===== src/core/fram_host_pkg.sv =====
// Constants and types for the host port controller of the non-volatile RAM
package fram_host_pkg;

	// ----------------------------------------
	// Widths
	// ----------------------------------------
	localparam int DATA_W = 16;
	localparam int LANES = 2;
	localparam int LANE_W = 8;
	localparam int ROW_W = 14;
	localparam int COL_W = 2;
	localparam int ADDR_W = ROW_W + COL_W;
	localparam int TIMER_W = 16;

	// ----------------------------------------
	// Timing in its own units
	// ----------------------------------------
	localparam int CLK_PERIOD_NS = 40;
	localparam int T_CA_NS = 70;
	localparam int T_CW_NS = 70;
	localparam int T_PC_NS = 35;
	localparam int T_AA_NS = 105;
	localparam int T_AAP_NS = 40;
	localparam int T_PAGE_HOLD_NS = 15;
	localparam int T_ZZL_NS = 1000;
	localparam int T_PU_MS = 1;
	localparam int T_ZZEX_US = 500;

	// ----------------------------------------
	// Cycle counts, least times rounded up
	// ----------------------------------------
	localparam int T_CA_CYC = (T_CA_NS + CLK_PERIOD_NS - 1) / CLK_PERIOD_NS;
	localparam int T_WE_LOW_CYC = (T_CW_NS + CLK_PERIOD_NS - 1) / CLK_PERIOD_NS;
	localparam int T_PC_CYC = (T_PC_NS + CLK_PERIOD_NS - 1) / CLK_PERIOD_NS;
	localparam int T_AA_CYC = (T_AA_NS + CLK_PERIOD_NS - 1) / CLK_PERIOD_NS;
	localparam int T_AAP_CYC = (T_AAP_NS + CLK_PERIOD_NS - 1) / CLK_PERIOD_NS;
	localparam int T_PAGE_HOLD_CYC = (T_PAGE_HOLD_NS + CLK_PERIOD_NS - 1) / CLK_PERIOD_NS;
	localparam int T_ZZL_CYC = (T_ZZL_NS + CLK_PERIOD_NS - 1) / CLK_PERIOD_NS;
	localparam int T_PU_CYC = (T_PU_MS * 1000000 + CLK_PERIOD_NS - 1) / CLK_PERIOD_NS;
	localparam int T_ZZEX_CYC = (T_ZZEX_US * 1000 + CLK_PERIOD_NS - 1) / CLK_PERIOD_NS;
	localparam int SAMPLE_MARGIN_CYC = 1;

	// ----------------------------------------
	// Values after reset
	// ----------------------------------------
	localparam logic PIN_INACTIVE = 1'b1;
	localparam logic [LANES-1:0] LANES_OFF = 2'h3;

	// ----------------------------------------
	// Controller states
	// ----------------------------------------
	typedef enum logic [3:0] {
		ST_POWERUP,
		ST_IDLE,
		ST_OPEN,
		ST_READ,
		ST_WRITE_LOW,
		ST_WRITE_REC,
		ST_PRECHARGE,
		ST_SLEEP,
		ST_WAKE
	} state_t;

endpackage


===== src/core/fram_wait_timer.sv =====
// Loadable down counter that paces the pin sequences
`timescale 1ns/100ps
module fram_wait_timer #(
	parameter logic [fram_host_pkg::TIMER_W-1:0] RESET_COUNT = 16'h0000
) (
	input wire logic clk_i,
	input wire logic rst_n_i,
	input wire logic load_i,
	input wire logic [fram_host_pkg::TIMER_W-1:0] count_i,
	output logic done_o
);

	typedef struct packed {
		logic [fram_host_pkg::TIMER_W-1:0] count;
	} timer_state_t;

	timer_state_t s;
	timer_state_t next_s;

	always_comb begin
		next_s = s;
		if (load_i) begin
			next_s.count = count_i;
		end else if (s.count != '0) begin
			next_s.count = s.count - 1'b1;
		end
	end

	always_ff @(posedge clk_i) begin
		if (!rst_n_i) begin
			s.count <= RESET_COUNT;
		end else begin
			s <= next_s;
		end
	end

	assign done_o = (s.count == '0);

endmodule // fram_wait_timer


===== src/core/fram_host_ctrl.sv =====
// Host controller driving the pins of an asynchronous non-volatile RAM
// Notes on behaviour
// Device latches write data on first rising strobe.
// Strobe write starts as read, latches row.
// Host holds column address stable 15 ns.
// Page reads may visit columns in any order.
// Lane selects tied only without byte writes.
// High lane write keeps low byte.
// Low lane write keeps high byte; both whole.
// High lane read floats low byte lines.
// Low lane read floats high; none disables.
// Chip select active at least 70 ns.
// Write strobe low at least 22 ns.
// Page write strobes spaced at least 40 ns.
// Strobe low 30 ns before chip deselect.
// Row stable 30 ns after strobe falls.
// Device floats outputs 10 ns after strobe.
// Wait 1 ms after power before access.
// Device floats bus 20 ns into sleep.
// Wait 500 us after sleep exit.
// Chip select don't-care once sleep asserted.
// Device ignores all pins while sleeping.
// Row change forces precharge then new row.
// Address change starts access under chip select.
// Array is 16K rows of four words.
// High lane is bits 15-8, low 7-0.
`timescale 1ns/100ps
module fram_host_ctrl #(
	parameter int PU_CYCLES = fram_host_pkg::T_PU_CYC,
	parameter int ZZEX_CYCLES = fram_host_pkg::T_ZZEX_CYC
) (
	input wire logic clk_i,
	input wire logic rst_n_i,
	input wire logic req_i,
	input wire logic write_i,
	input wire logic [fram_host_pkg::ADDR_W-1:0] addr_i,
	input wire logic [fram_host_pkg::DATA_W-1:0] wdata_i,
	input wire logic [fram_host_pkg::LANES-1:0] byte_en_i,
	input wire logic sleep_i,
	output logic ready_o,
	output logic done_o,
	output logic rvalid_o,
	output logic [fram_host_pkg::DATA_W-1:0] rdata_o,
	output logic asleep_o,
	output logic chip_sel_n_o,
	output logic write_en_n_o,
	output logic out_en_n_o,
	output logic high_lane_sel_n_o,
	output logic low_lane_sel_n_o,
	output logic sleep_request_n_o,
	output logic [fram_host_pkg::ROW_W-1:0] row_address_o,
	output logic [fram_host_pkg::COL_W-1:0] column_address_o,
	input wire logic [fram_host_pkg::DATA_W-1:0] dq_i,
	output logic [fram_host_pkg::DATA_W-1:0] dq_o,
	output logic [fram_host_pkg::LANES-1:0] dq_oe_n_o
);

	typedef struct packed {
		fram_host_pkg::state_t state;
		logic cs_n;
		logic we_n;
		logic oe_n;
		logic [fram_host_pkg::LANES-1:0] lane_n;
		logic zz_n;
		logic [fram_host_pkg::ROW_W-1:0] row;
		logic [fram_host_pkg::COL_W-1:0] col;
		logic [fram_host_pkg::DATA_W-1:0] dq_out;
		logic [fram_host_pkg::LANES-1:0] dq_oe_n;
		logic [fram_host_pkg::DATA_W-1:0] rdata;
		logic rvalid;
		logic done;
		logic ready;
		logic asleep;
	} ctrl_state_t;

	ctrl_state_t s;
	ctrl_state_t next_s;
	logic t_load;
	logic [fram_host_pkg::TIMER_W-1:0] t_val;
	logic t_done;
	logic [fram_host_pkg::ROW_W-1:0] req_row;
	logic [fram_host_pkg::COL_W-1:0] req_col;
	logic [fram_host_pkg::DATA_W-1:0] lane_data;

	assign req_row = addr_i[fram_host_pkg::ADDR_W-1:fram_host_pkg::COL_W];
	assign req_col = addr_i[fram_host_pkg::COL_W-1:0];

	// ----------------------------------------
	// Interval timer
	// ----------------------------------------
	fram_wait_timer #(
		.RESET_COUNT(fram_host_pkg::TIMER_W'(PU_CYCLES - 1))
	) u_timer (
		.clk_i(clk_i),
		.rst_n_i(rst_n_i),
		.load_i(t_load),
		.count_i(t_val),
		.done_o(t_done)
	);

	// ----------------------------------------
	// Read lane masking
	// ----------------------------------------
	genvar g;
	generate
		for (g = 0; g < fram_host_pkg::LANES; g++) begin : g_lane
			// lane to data bits
			assign lane_data[g*fram_host_pkg::LANE_W +: fram_host_pkg::LANE_W] =
				s.lane_n[g] ? '0 : dq_i[g*fram_host_pkg::LANE_W +: fram_host_pkg::LANE_W];
		end
	endgenerate

	// ----------------------------------------
	// Sequencer
	// ----------------------------------------
	always_comb begin
		next_s = s;
		next_s.rvalid = 1'b0;
		next_s.done = 1'b0;
		t_load = 1'b0;
		t_val = '0;
		unique case (s.state)
			fram_host_pkg::ST_POWERUP: begin
				// power-up quiet time
				if (t_done) begin
					next_s.state = fram_host_pkg::ST_IDLE;
					next_s.ready = 1'b1;
				end
			end
			fram_host_pkg::ST_IDLE, fram_host_pkg::ST_OPEN: begin
				if (s.state == fram_host_pkg::ST_IDLE && sleep_i) begin
					// deselect before sleep
					next_s.cs_n = 1'b1;
					next_s.zz_n = 1'b0;
					next_s.ready = 1'b0;
					next_s.asleep = 1'b1;
					t_load = 1'b1;
					t_val = fram_host_pkg::TIMER_W'(fram_host_pkg::T_ZZL_CYC - 1);
					next_s.state = fram_host_pkg::ST_SLEEP;
				end else if (s.state == fram_host_pkg::ST_OPEN &&
					(sleep_i || (req_i && req_row != s.row))) begin
					// close row before new one
					next_s.cs_n = 1'b1;
					next_s.oe_n = 1'b1;
					next_s.ready = 1'b0;
					t_load = 1'b1;
					t_val = fram_host_pkg::TIMER_W'(fram_host_pkg::T_PC_CYC - 1);
					next_s.state = fram_host_pkg::ST_PRECHARGE;
				end else if (req_i) begin
					// new access, chip held selected
					next_s.cs_n = 1'b0;
					next_s.row = req_row;
					// column held, any order
					next_s.col = req_col;
					// lanes follow every request
					next_s.lane_n = ~byte_en_i;
					next_s.ready = 1'b0;
					t_load = 1'b1;
					if (write_i) begin
						// strobe write with row set
						next_s.we_n = 1'b0;
						next_s.oe_n = 1'b1;
						next_s.dq_out = wdata_i;
						next_s.dq_oe_n = ~byte_en_i;
						// strobe low two cycles
						t_val = fram_host_pkg::TIMER_W'(fram_host_pkg::T_WE_LOW_CYC - 1);
						next_s.state = fram_host_pkg::ST_WRITE_LOW;
					end else begin
						next_s.oe_n = 1'b0;
						if (s.state == fram_host_pkg::ST_OPEN) begin
							t_val = fram_host_pkg::TIMER_W'(fram_host_pkg::T_AAP_CYC +
								fram_host_pkg::SAMPLE_MARGIN_CYC - 1);
						end else begin
							t_val = fram_host_pkg::TIMER_W'(fram_host_pkg::T_AA_CYC +
								fram_host_pkg::SAMPLE_MARGIN_CYC - 1);
						end
						next_s.state = fram_host_pkg::ST_READ;
					end
				end
			end
			fram_host_pkg::ST_READ: begin
				// only selected lanes kept
				if (t_done) begin
					next_s.rdata = lane_data;
					next_s.rvalid = 1'b1;
					next_s.done = 1'b1;
					next_s.ready = 1'b1;
					next_s.state = fram_host_pkg::ST_OPEN;
				end
			end
			fram_host_pkg::ST_WRITE_LOW: begin
				// rising strobe ends the write
				if (t_done) begin
					next_s.we_n = 1'b1;
					next_s.state = fram_host_pkg::ST_WRITE_REC;
				end
			end
			fram_host_pkg::ST_WRITE_REC: begin
				// strobe high a full cycle
				next_s.dq_oe_n = fram_host_pkg::LANES_OFF;
				next_s.done = 1'b1;
				next_s.ready = 1'b1;
				next_s.state = fram_host_pkg::ST_OPEN;
			end
			fram_host_pkg::ST_PRECHARGE: begin
				if (t_done) begin
					next_s.ready = 1'b1;
					next_s.state = fram_host_pkg::ST_IDLE;
				end
			end
			fram_host_pkg::ST_SLEEP: begin
				if (t_done && !sleep_i) begin
					next_s.zz_n = 1'b1;
					t_load = 1'b1;
					t_val = fram_host_pkg::TIMER_W'(ZZEX_CYCLES - 1);
					next_s.state = fram_host_pkg::ST_WAKE;
				end
			end
			fram_host_pkg::ST_WAKE: begin
				// wake-up delay
				if (t_done) begin
					next_s.asleep = 1'b0;
					next_s.ready = 1'b1;
					next_s.state = fram_host_pkg::ST_IDLE;
				end
			end
			default: begin
				next_s.state = fram_host_pkg::ST_IDLE;
			end
		endcase
	end

	always_ff @(posedge clk_i) begin
		if (!rst_n_i) begin
			s.state <= fram_host_pkg::ST_POWERUP;
			s.cs_n <= fram_host_pkg::PIN_INACTIVE;
			s.we_n <= fram_host_pkg::PIN_INACTIVE;
			s.oe_n <= fram_host_pkg::PIN_INACTIVE;
			s.lane_n <= fram_host_pkg::LANES_OFF;
			s.zz_n <= fram_host_pkg::PIN_INACTIVE;
			s.row <= '0;
			s.col <= '0;
			s.dq_out <= '0;
			s.dq_oe_n <= fram_host_pkg::LANES_OFF;
			s.rdata <= '0;
			s.rvalid <= 1'b0;
			s.done <= 1'b0;
			s.ready <= 1'b0;
			s.asleep <= 1'b0;
		end else begin
			s <= next_s;
		end
	end

	// ----------------------------------------
	// Outputs
	// ----------------------------------------
	assign ready_o = s.ready;
	assign done_o = s.done;
	assign rvalid_o = s.rvalid;
	assign rdata_o = s.rdata;
	assign asleep_o = s.asleep;
	assign chip_sel_n_o = s.cs_n;
	assign write_en_n_o = s.we_n;
	assign out_en_n_o = s.oe_n;
	assign high_lane_sel_n_o = s.lane_n[1];
	assign low_lane_sel_n_o = s.lane_n[0];
	assign sleep_request_n_o = s.zz_n;
	assign row_address_o = s.row;
	assign column_address_o = s.col;
	assign dq_o = s.dq_out;
	assign dq_oe_n_o = s.dq_oe_n;

	logic [fram_host_pkg::TIMER_W-1:0] quiet_cnt;
	always_ff @(posedge clk_i) begin
		if (!rst_n_i) begin
			quiet_cnt <= fram_host_pkg::TIMER_W'(PU_CYCLES);
		end else if (!s.zz_n && next_s.zz_n) begin
			quiet_cnt <= fram_host_pkg::TIMER_W'(ZZEX_CYCLES);
		end else if (quiet_cnt != '0) begin
			quiet_cnt <= quiet_cnt - 1'b1;
		end
	end
endmodule // fram_host_ctrl


===== config.mk =====
export PLATFORM = sky130hd
export DESIGN_NAME = fram_host_ctrl
export DESIGN_NICKNAME = d
export VERILOG_FILES = /design/src/core/fram_host_pkg.sv /design/src/core/fram_wait_timer.sv /design/src/core/fram_host_ctrl.sv
export SDC_FILE = /design/constraint.sdc
export NUM_CORES = 1
export LEC_CHECK = 0
export CELL_PAD_IN_SITES_DETAIL_PLACEMENT = 0
export CELL_PAD_IN_SITES_GLOBAL_PLACEMENT = 1
export CORE_MARGIN = 4
export CORE_UTILIZATION = 40
export CTS_CLUSTER_DIAMETER = 60
export DETAILED_ROUTE_END_ITERATION = 6
export DONT_BUFFER_PORTS = 1
export PLACE_DENSITY_LB_ADDON = 0.1
export SETUP_SLACK_MARGIN = 0.05
export SYNTH_ARGS = -nofsm -noshare
export SYNTH_HDL_FRONTEND = slang
export SYNTH_SLANG_ARGS = --single-unit
export TNS_END_PERCENT = 20

===== constraint.sdc =====
create_clock -name clk_i -period 2.83 [get_ports clk_i]
set_clock_uncertainty 0.05 [all_clocks]
set_input_delay 0.1415 -clock clk_i [delete_from_list [all_inputs] [get_ports clk_i]]
set_output_delay 0.1415 -clock clk_i [all_outputs]
set_load 0.005 [all_outputs]

# Word-level counts from Yosys, hierarchy flattened
# Index checks and enable logic that the tools add are counted.
# totals
regBits,80
latchBits,0
ram_bits,0
rom_bits,0
input_bits,55
out_inout_bits,60
word_cells,123
n_memories,0
# op_classes
addsub,1
multipliers,0
div_mod_pow,0
magnitude_cmp,0
n_eq_ne,21
shift,0
mux,50
n_bitwise,3
reduce_logical,32
# op_table
cell,count
2-to-1 mux 16 bit,6
case mux 16 bit (2 select lines),1
case mux 4 bit (6 select lines),1
2-to-1 mux 4 bit,5
AND reduction 5 bit,4
"!= test 2 bit, second input constant",9
"equality test 4 x 3 -> 1 bit, second input constant",4
logical NOT 16 bit,1
2-to-1 mux 8 bit,2
nonzero test 16 bit,1
"subtractor 16 x 1 -> 16 bit, second input constant",1
2-to-1 mux 1 bit,15
2-to-1 mux 14 bit,1
2-to-1 mux 2 bit,7
!= test 14 bit,1
nonzero test 2 bit,6
2-to-1 mux 5 bit,2
case mux 1 bit (2 select lines),5
2-to-1 mux 9 bit,1
AND reduction 3 bit,3
"equality test 4 x 2 -> 1 bit, second input constant",2
2-to-1 mux 3 bit,2
AND reduction 2 bit,3
AND reduction 6 bit,1
17 further kinds,23

# Longest topological paths before layout
# Gate-level depths: netlist of run 1.
# logic_depth
word_depth,8
depth_mapped,9
ltp_nobuf,8

# By module
# From an unflattened synthesis of run 1, not the netlist that was laid out.
# unflattened
cells_unflattened,491
area_unflattened_um2,4186.5
# modules_own_cells
mod,instances,cells_per_inst,area_per_inst_um2,seq_area_each_um2
fram_host_ctrl,1,378,3275.6,1281.2
fram_wait_timer,1,113,910.9,320.3

# Worst setup path after synthesis of run 1
# Ideal clock, no wire load.
# synth_timing
path_type,flip-flop to flip-flop
startpoint,reg u_timer.s[0] (netlist bit)
endpoint,reg s (netlist bit rdata_o[0])
setup_time_ns,0.117
arrival_time_ns,1.944
required_ns,2.663
path_slack_ns,0.719
path_stages_with_launch,9
n_path_buf,1
period_less_slack_ns,2.111
path_cell_list,dfxtp_1 > inv_1 > ha_1 > nor3b_1 > nand4_4 > nor4_2 > nor2_1 > buf_2 > a22o_1
# synth_between
elab_chain_cells,2
# synth_rtl
item,line,rtl
from (decl),fram_wait_timer.sv:17,timer_state_t s;
from (signal assigned),fram_wait_timer.sv:33,s <= next_s;
logical NOT 16 bit,fram_wait_timer.sv:37,assign done_o = (s.count == '0);
AND reduction 2 bit (no source line),-,
to (signal assigned),fram_host_ctrl.sv:251,s <= next_s;
to (decl),fram_host_ctrl.sv:76,ctrl_state_t s;
# No other way between the ends.
# A chain may end at the register's enable or synchronous reset.

# Worst setup path in the final report of run 1
# layout_timing
startpoint,reg u_timer.s[0] (netlist bit)
endpoint,reg s (netlist bit rdata_o[14])
# Same word-level chain as after synthesis.

==> flow_metrics.env, run 1 <==
export IMPL_drtIter0Drc=140
export IMPL_ir_drop_v=0.000218
export IMPL_cp_arrival_ps=2650
export IMPL_die_area_mm2=0.0121
export IMPL_period_minus_slack_ps=2460
export IMPL_finalSetupTns_ps=0
export IMPL_routedWlPerCell_um=16.9
export IMPL_yosysMostFrequentCell="nand2_1"
export IMPL_wl_um=10400
export IMPL_hp_start="req_i"
export IMPL_netlist_instances=481
export IMPL_synth_commonest_cells="84 x nand2_1, 80 x dfxtp_1, 53 x buf_4"
export IMPL_drtPass1Iterations=4
export IMPL_postRouteAntennaNets=0
export IMPL_p_total_uw=2190
export IMPL_fp_dieH_um=110
export IMPL_synth_top_cell_by_area="dfxtp_1"
export IMPL_worst_slew_pin_transition_ps=964
export IMPL_dieWidth_um=110
export IMPL_antenna_found_initial=0
export IMPL_track_usage_pct=17.8
export IMPL_timing_rr_start="u_timer.s[0]"
export IMPL_slew_viol_final=0
export IMPL_max_cap_violations=0
export IMPL_critical_path_startpoint="u_timer.s[0]"
export IMPL_rows=36
export IMPL_clockBufferDepth=2
export IMPL_core_mm2=0.00995
export IMPL_synth_edf_count=0
export IMPL_clkTransAtPathRegs_ps=90
export IMPL_run_status="completed"
export IMPL_hpwl_um=6930
export IMPL_cpLargestDelayFamily="simple AND/OR/NAND/NOR gates"
export IMPL_critPathSlowestCell="dfxtp_1"
export IMPL_finalHoldViolations=0
export IMPL_start_util_pct=41.7
export IMPL_cts_tree="done"
export IMPL_ys_seq_area_share_pct=38.5
export IMPL_worst_skew_pair_late_latency_ps=350
export IMPL_nNetsFinal=536
export IMPL_area_growth_pct=12.3
export IMPL_startpoint_type="flip-flop"
export IMPL_synth_nets=538
export IMPL_via_per_inst=5.23
export IMPL_cts_sinks=80
export IMPL_gr_total_overflow=0
export IMPL_cts_max_level=3
export IMPL_holdWs_ps=15.8
export IMPL_rsz0062_at_grt="false"
export IMPL_yosys_warnings=0
export IMPL_hold_path_class="in2reg"
export IMPL_netlist_area_leader_share_pct=38.5
export IMPL_required_ps=3020
export IMPL_synth_cell_type_count=52
export IMPL_cts_buffers=9
export IMPL_boundaryPins=115
export IMPL_netlist_top_cells_area="dfxtp_1 39%, buf_4 9.6%, mux2i_1 8.2%"
export IMPL_diodes=0
export IMPL_final_util_pct=46.9
export IMPL_p_leak_uw=0.00168
export IMPL_routed_via_count=3226
export IMPL_drive_gt1_share_pct=7.44
export IMPL_cp_end_kind="flip-flop"
export IMPL_period_share_pct=87.0
export IMPL_drc=0
export IMPL_grt_max_degree=85
export IMPL_synth_area_per_cell_um2=8.64
export IMPL_ys_flop_type="dfxtp_1"
export IMPL_async_flop_share_pct=0
export IMPL_grt_pass1_wl_um=16900
export IMPL_fill_cells=951
export IMPL_crit_buf_inv=1
export IMPL_syn_cell_area_mm2=0.00416
export IMPL_post_cts_buffers=0
export IMPL_cp_max_fo=15
export IMPL_gp_congestion=0.817
export IMPL_cts_root_buf="clkbuf_8"
export IMPL_slew_headroom_pct=35.5
export IMPL_fmax_mhz=406
export IMPL_cp_cell_sequence="inv_1 > ha_1 > nor3b_1 > nand4_4 > nor4_4 > nor2_1 > a22o_1"
export IMPL_ys_seq_elements=80
export IMPL_io_buffers=0
export IMPL_p_per_area_mw_per_mm2=469
export IMPL_setup_viol=0
export IMPL_crit_type="reg2reg"
export IMPL_cpPeakStageDelay_ps=390
export IMPL_grt_pass1_vias=3370
## cells in the final DEF, fill, tap and decap left out, drive strengths merged, types with 14 or more instances in the layout
| master | Yosys | layout |
|---|---|---|
| dlygate4sd3 | 0 | 52 |
| mux2i | 34 | 34 |
| nor2 | 32 | 32 |
| nor3 | 14 | 14 |
| a22o | 15 | 15 |
| dfxtp | 80 | 80 |
| nand2 | 84 | 84 |
## registers in the layout (all words and copies together) (netlist names)
name	count
dq_oe_n_o	2
row_address_o	14
asleep_o	1
done_o	1
rvalid_o	1
out_en_n_o	1
dq_o	16
rdata_o	16
column_address_o	2
s	4
write_en_n_o	1
high_lane_sel_n_o	1
sleep_request_n_o	1
u_timer.s	16
ready_o	1
low_lane_sel_n_o	1
chip_sel_n_o	1
## final cells by class
type / instances / area, um^2 / share of cell area, %
multi-input cells: 318 / 2040 / 43.7
inverters: 8 / 30.0 / 0.643
flip-flops and latches: 80 / 1600 / 34.3
clock buffers: 10 / 138 / 2.95
well taps: 133 / 166 / 3.57
clock inverters: 6 / 75.1 / 1.61
repair buffers: 62 / 616 / 13.2
## power breakdown
part | total, uW | internal (uW) | switching [uW]
combinational | 138 | 76.2 | 61.7
sequential | 1140 | 1130 | 7.74
clock | 916 | 446 | 470
## worst paths after layout
kind	slack [ps]	cells after the start	end
worst min register to register	430	2	dq_o[4]
worst min-delay path	20	2	ready_o
worst max register to register	370	7	rdata_o[14]
worst max-delay path	370	7	rdata_o[14]
## timing repair
action,CTS,global route
setup endpoints to repair,0,12
hold buffers,53,0
endpoints found under the hold margin,70,0
resized for setup,0,1
## per-layer routing
metal  share of wire [%]  wire length (um)  global-route usage, %
met1                  45              4660                   23.4
met3                 7.1               739                   5.46
met2                  47              4900                   27.5
met5                   0                 0                      0
met4                 1.3               140                   6.14
## cell families (layout without fill, tap and decap cells)
kind of cell	after synthesis	in the layout	synth area share, %
and+or+nand+nor	186	186	22.8
buffers and inverters	83	86	12.6
DFF	80	80	38.5
AOI/OAI and AO/OA	71	71	12.0
muxes	34	34	8.19
xor gates and xnor gates	25	25	5.27
adders and majority gates	2	2	0.602
## stage by stage
stage,setup WS (ps),std cells,area (um^2)
after floorplan,719,481,4160
after global routing,128,617,4670
after global placement,464,548,3900
final,368,617,4670
after CTS,265,617,4660
after detailed placement,292,548,3900
## worst reg2reg max path, cell delays in order (launching register included)
cell and delay (ps):
dfxtp_1 390, inv_1 130, ha_1 180, nor3b_1 390, nand4_4 310, nor4_4 300
nor2_1 280, a22o_1 320
Note: power is estimated with default switching activity, not from simulation.
==> run 2: changes to the inputs <==
clock period = 2.58 ns   (was 2.83 ns; I/O delays follow)
==> run 2 against run 1 <==
Net effect:
- register-to-register slack lost 90 ps
- global-route usage increased by 0.42 points
- worst setup slack got worse by 95 ps
- critical endpoint is now s[60]
- largest cell class unchanged
- largest power group unchanged
==> flow_metrics.env, run 2 (same netlist as run 1, synthesis figures left out) <==
export IMPL_max_cap_violations=0
export IMPL_diodes=0
export IMPL_routedWlPerCell_um=17.1
export IMPL_required_ps=2810
export IMPL_hold_path_class="in2reg"
export IMPL_via_per_inst=5.21
export IMPL_drive_gt1_share_pct=8.98
export IMPL_grt_pass1_wl_um=17100
export IMPL_finalHoldViolations=0
export IMPL_slew_viol_final=0
export IMPL_p_leak_uw=0.00171
export IMPL_drtIter0Drc=217
export IMPL_area_growth_pct=13.7
export IMPL_cp_end_kind="flip-flop"
export IMPL_rsz0062_at_grt="true"
export IMPL_final_util_pct=47.5
export IMPL_fp_dieH_um=110
export IMPL_antenna_found_initial=0
export IMPL_startpoint_type="flip-flop"
export IMPL_grt_max_degree=85
export IMPL_cts_max_level=3
export IMPL_p_per_area_mw_per_mm2=487
export IMPL_io_buffers=0
export IMPL_period_minus_slack_ps=2310
export IMPL_cts_root_buf="clkbuf_8"
export IMPL_slew_headroom_pct=62.4
export IMPL_gp_congestion=0.799
export IMPL_setup_viol=0
export IMPL_grt_pass1_vias=3365
export IMPL_run_status="completed"
export IMPL_final_common_cell="nand2_1"
export IMPL_ir_drop_v=0.000195
export IMPL_crit_type="reg2reg"
export IMPL_drc=0
export IMPL_clkTransAtPathRegs_ps=90
export IMPL_finalSetupTns_ps=0
export IMPL_cts_sinks=80
export IMPL_boundaryPins=115
export IMPL_period_share_pct=89.4
export IMPL_cp_arrival_ps=2540
export IMPL_fmax_mhz=433
export IMPL_worst_slew_pin_transition_ps=564
export IMPL_cts_tree="done"
export IMPL_hpwl_um=7200
export IMPL_postRouteAntennaNets=0
export IMPL_wl_um=10600
export IMPL_dieWidth_um=110
export IMPL_routed_via_count=3243
export IMPL_worst_skew_pair_late_latency_ps=360
export IMPL_track_usage_pct=18.2
export IMPL_start_util_pct=41.7
export IMPL_drtPass1Iterations=4
export IMPL_gr_total_overflow=0
export IMPL_rows=36
export IMPL_clockBufferDepth=2
export IMPL_mostFrequentLayoutCells="84 x nand2_1, 80 x dfxtp_1, 52 x dlygate4sd3_1, 34 x mux2i_1, 29 x nor2_1"
export IMPL_nNetsFinal=542
export IMPL_die_area_mm2=0.0121
export IMPL_cp_max_fo=13
export IMPL_core_mm2=0.00995
export IMPL_cts_buffers=9
==> run 2: worst max-delay path: stages, from the launching register on <==
cell       delay (ps)
dfxtp_1           400
inv_1             130
ha_1              170
nor3b_2           250
nand4_4           260
a211oi_1          350
a2bb2oi_2         340
o21ai_0           120
a31oi_1           160
==> run 2: power by group <==
part / internal, uW / switching, uW
clock: 388 / 513
sequential: 1240 / 8.53
combinational: 84.0 / 68.4
==> run 2: worst paths after layout <==
path | from | to | slack, ps | cells past startpoint
max | u_timer.s[0] | s[60] | 270 | 8
min | req_i | ready_o | 10 | 2
max reg2reg | u_timer.s[0] | s[60] | 270 | 8
min reg2reg | dq_o[5] | dq_o[5] | 430 | 2
==> run 2: what timing repair did <==
action,in CTS,in global routing
setup endpoints to repair,0,21
hold endpoints to repair,70,0
hold buffers,53,0
gates resized for setup,0,4
setup buffers,0,1
==> run 2: routing by layer <==
| layer | global-route usage (%) | part of all wire [%] |
|---|---|---|
| met1 | 23.7 | 44 |
| met2 | 28.9 | 47 |
| met3 | 5.58 | 7.6 |
| met4 | 5.43 | 1.1 |
| met5 | 0 | 0 |
==> run 2: metrics by stage <==
step / hold slack (ps) / instance area [um^2] / total power, uW / setup WS, ps / std cells
floorplan: 205 / 4160 / 1340 / 469 / 481
global placement: 166 / 3960 / 1340 / 236 / 553
detailed placement: 163 / 3960 / 1340 / 117 / 553
CTS: 4.01 / 4700 / 2340 / 100 / 622
global route: 20.5 / 4720 / 2410 / 35.1 / 623
finish: 10.3 / 4720 / 2300 / 273 / 623
==> run 2: final cells by class <==
cell class / count / area [um^2]
fill: 978 / 5230
multi-input combinational: 318 / 2050
sequential: 80 / 1600
timing repair buffer: 68 / 686
tap: 133 / 166
clock buffer: 10 / 138
clock inverter: 6 / 50.0
inverter: 8 / 30.0
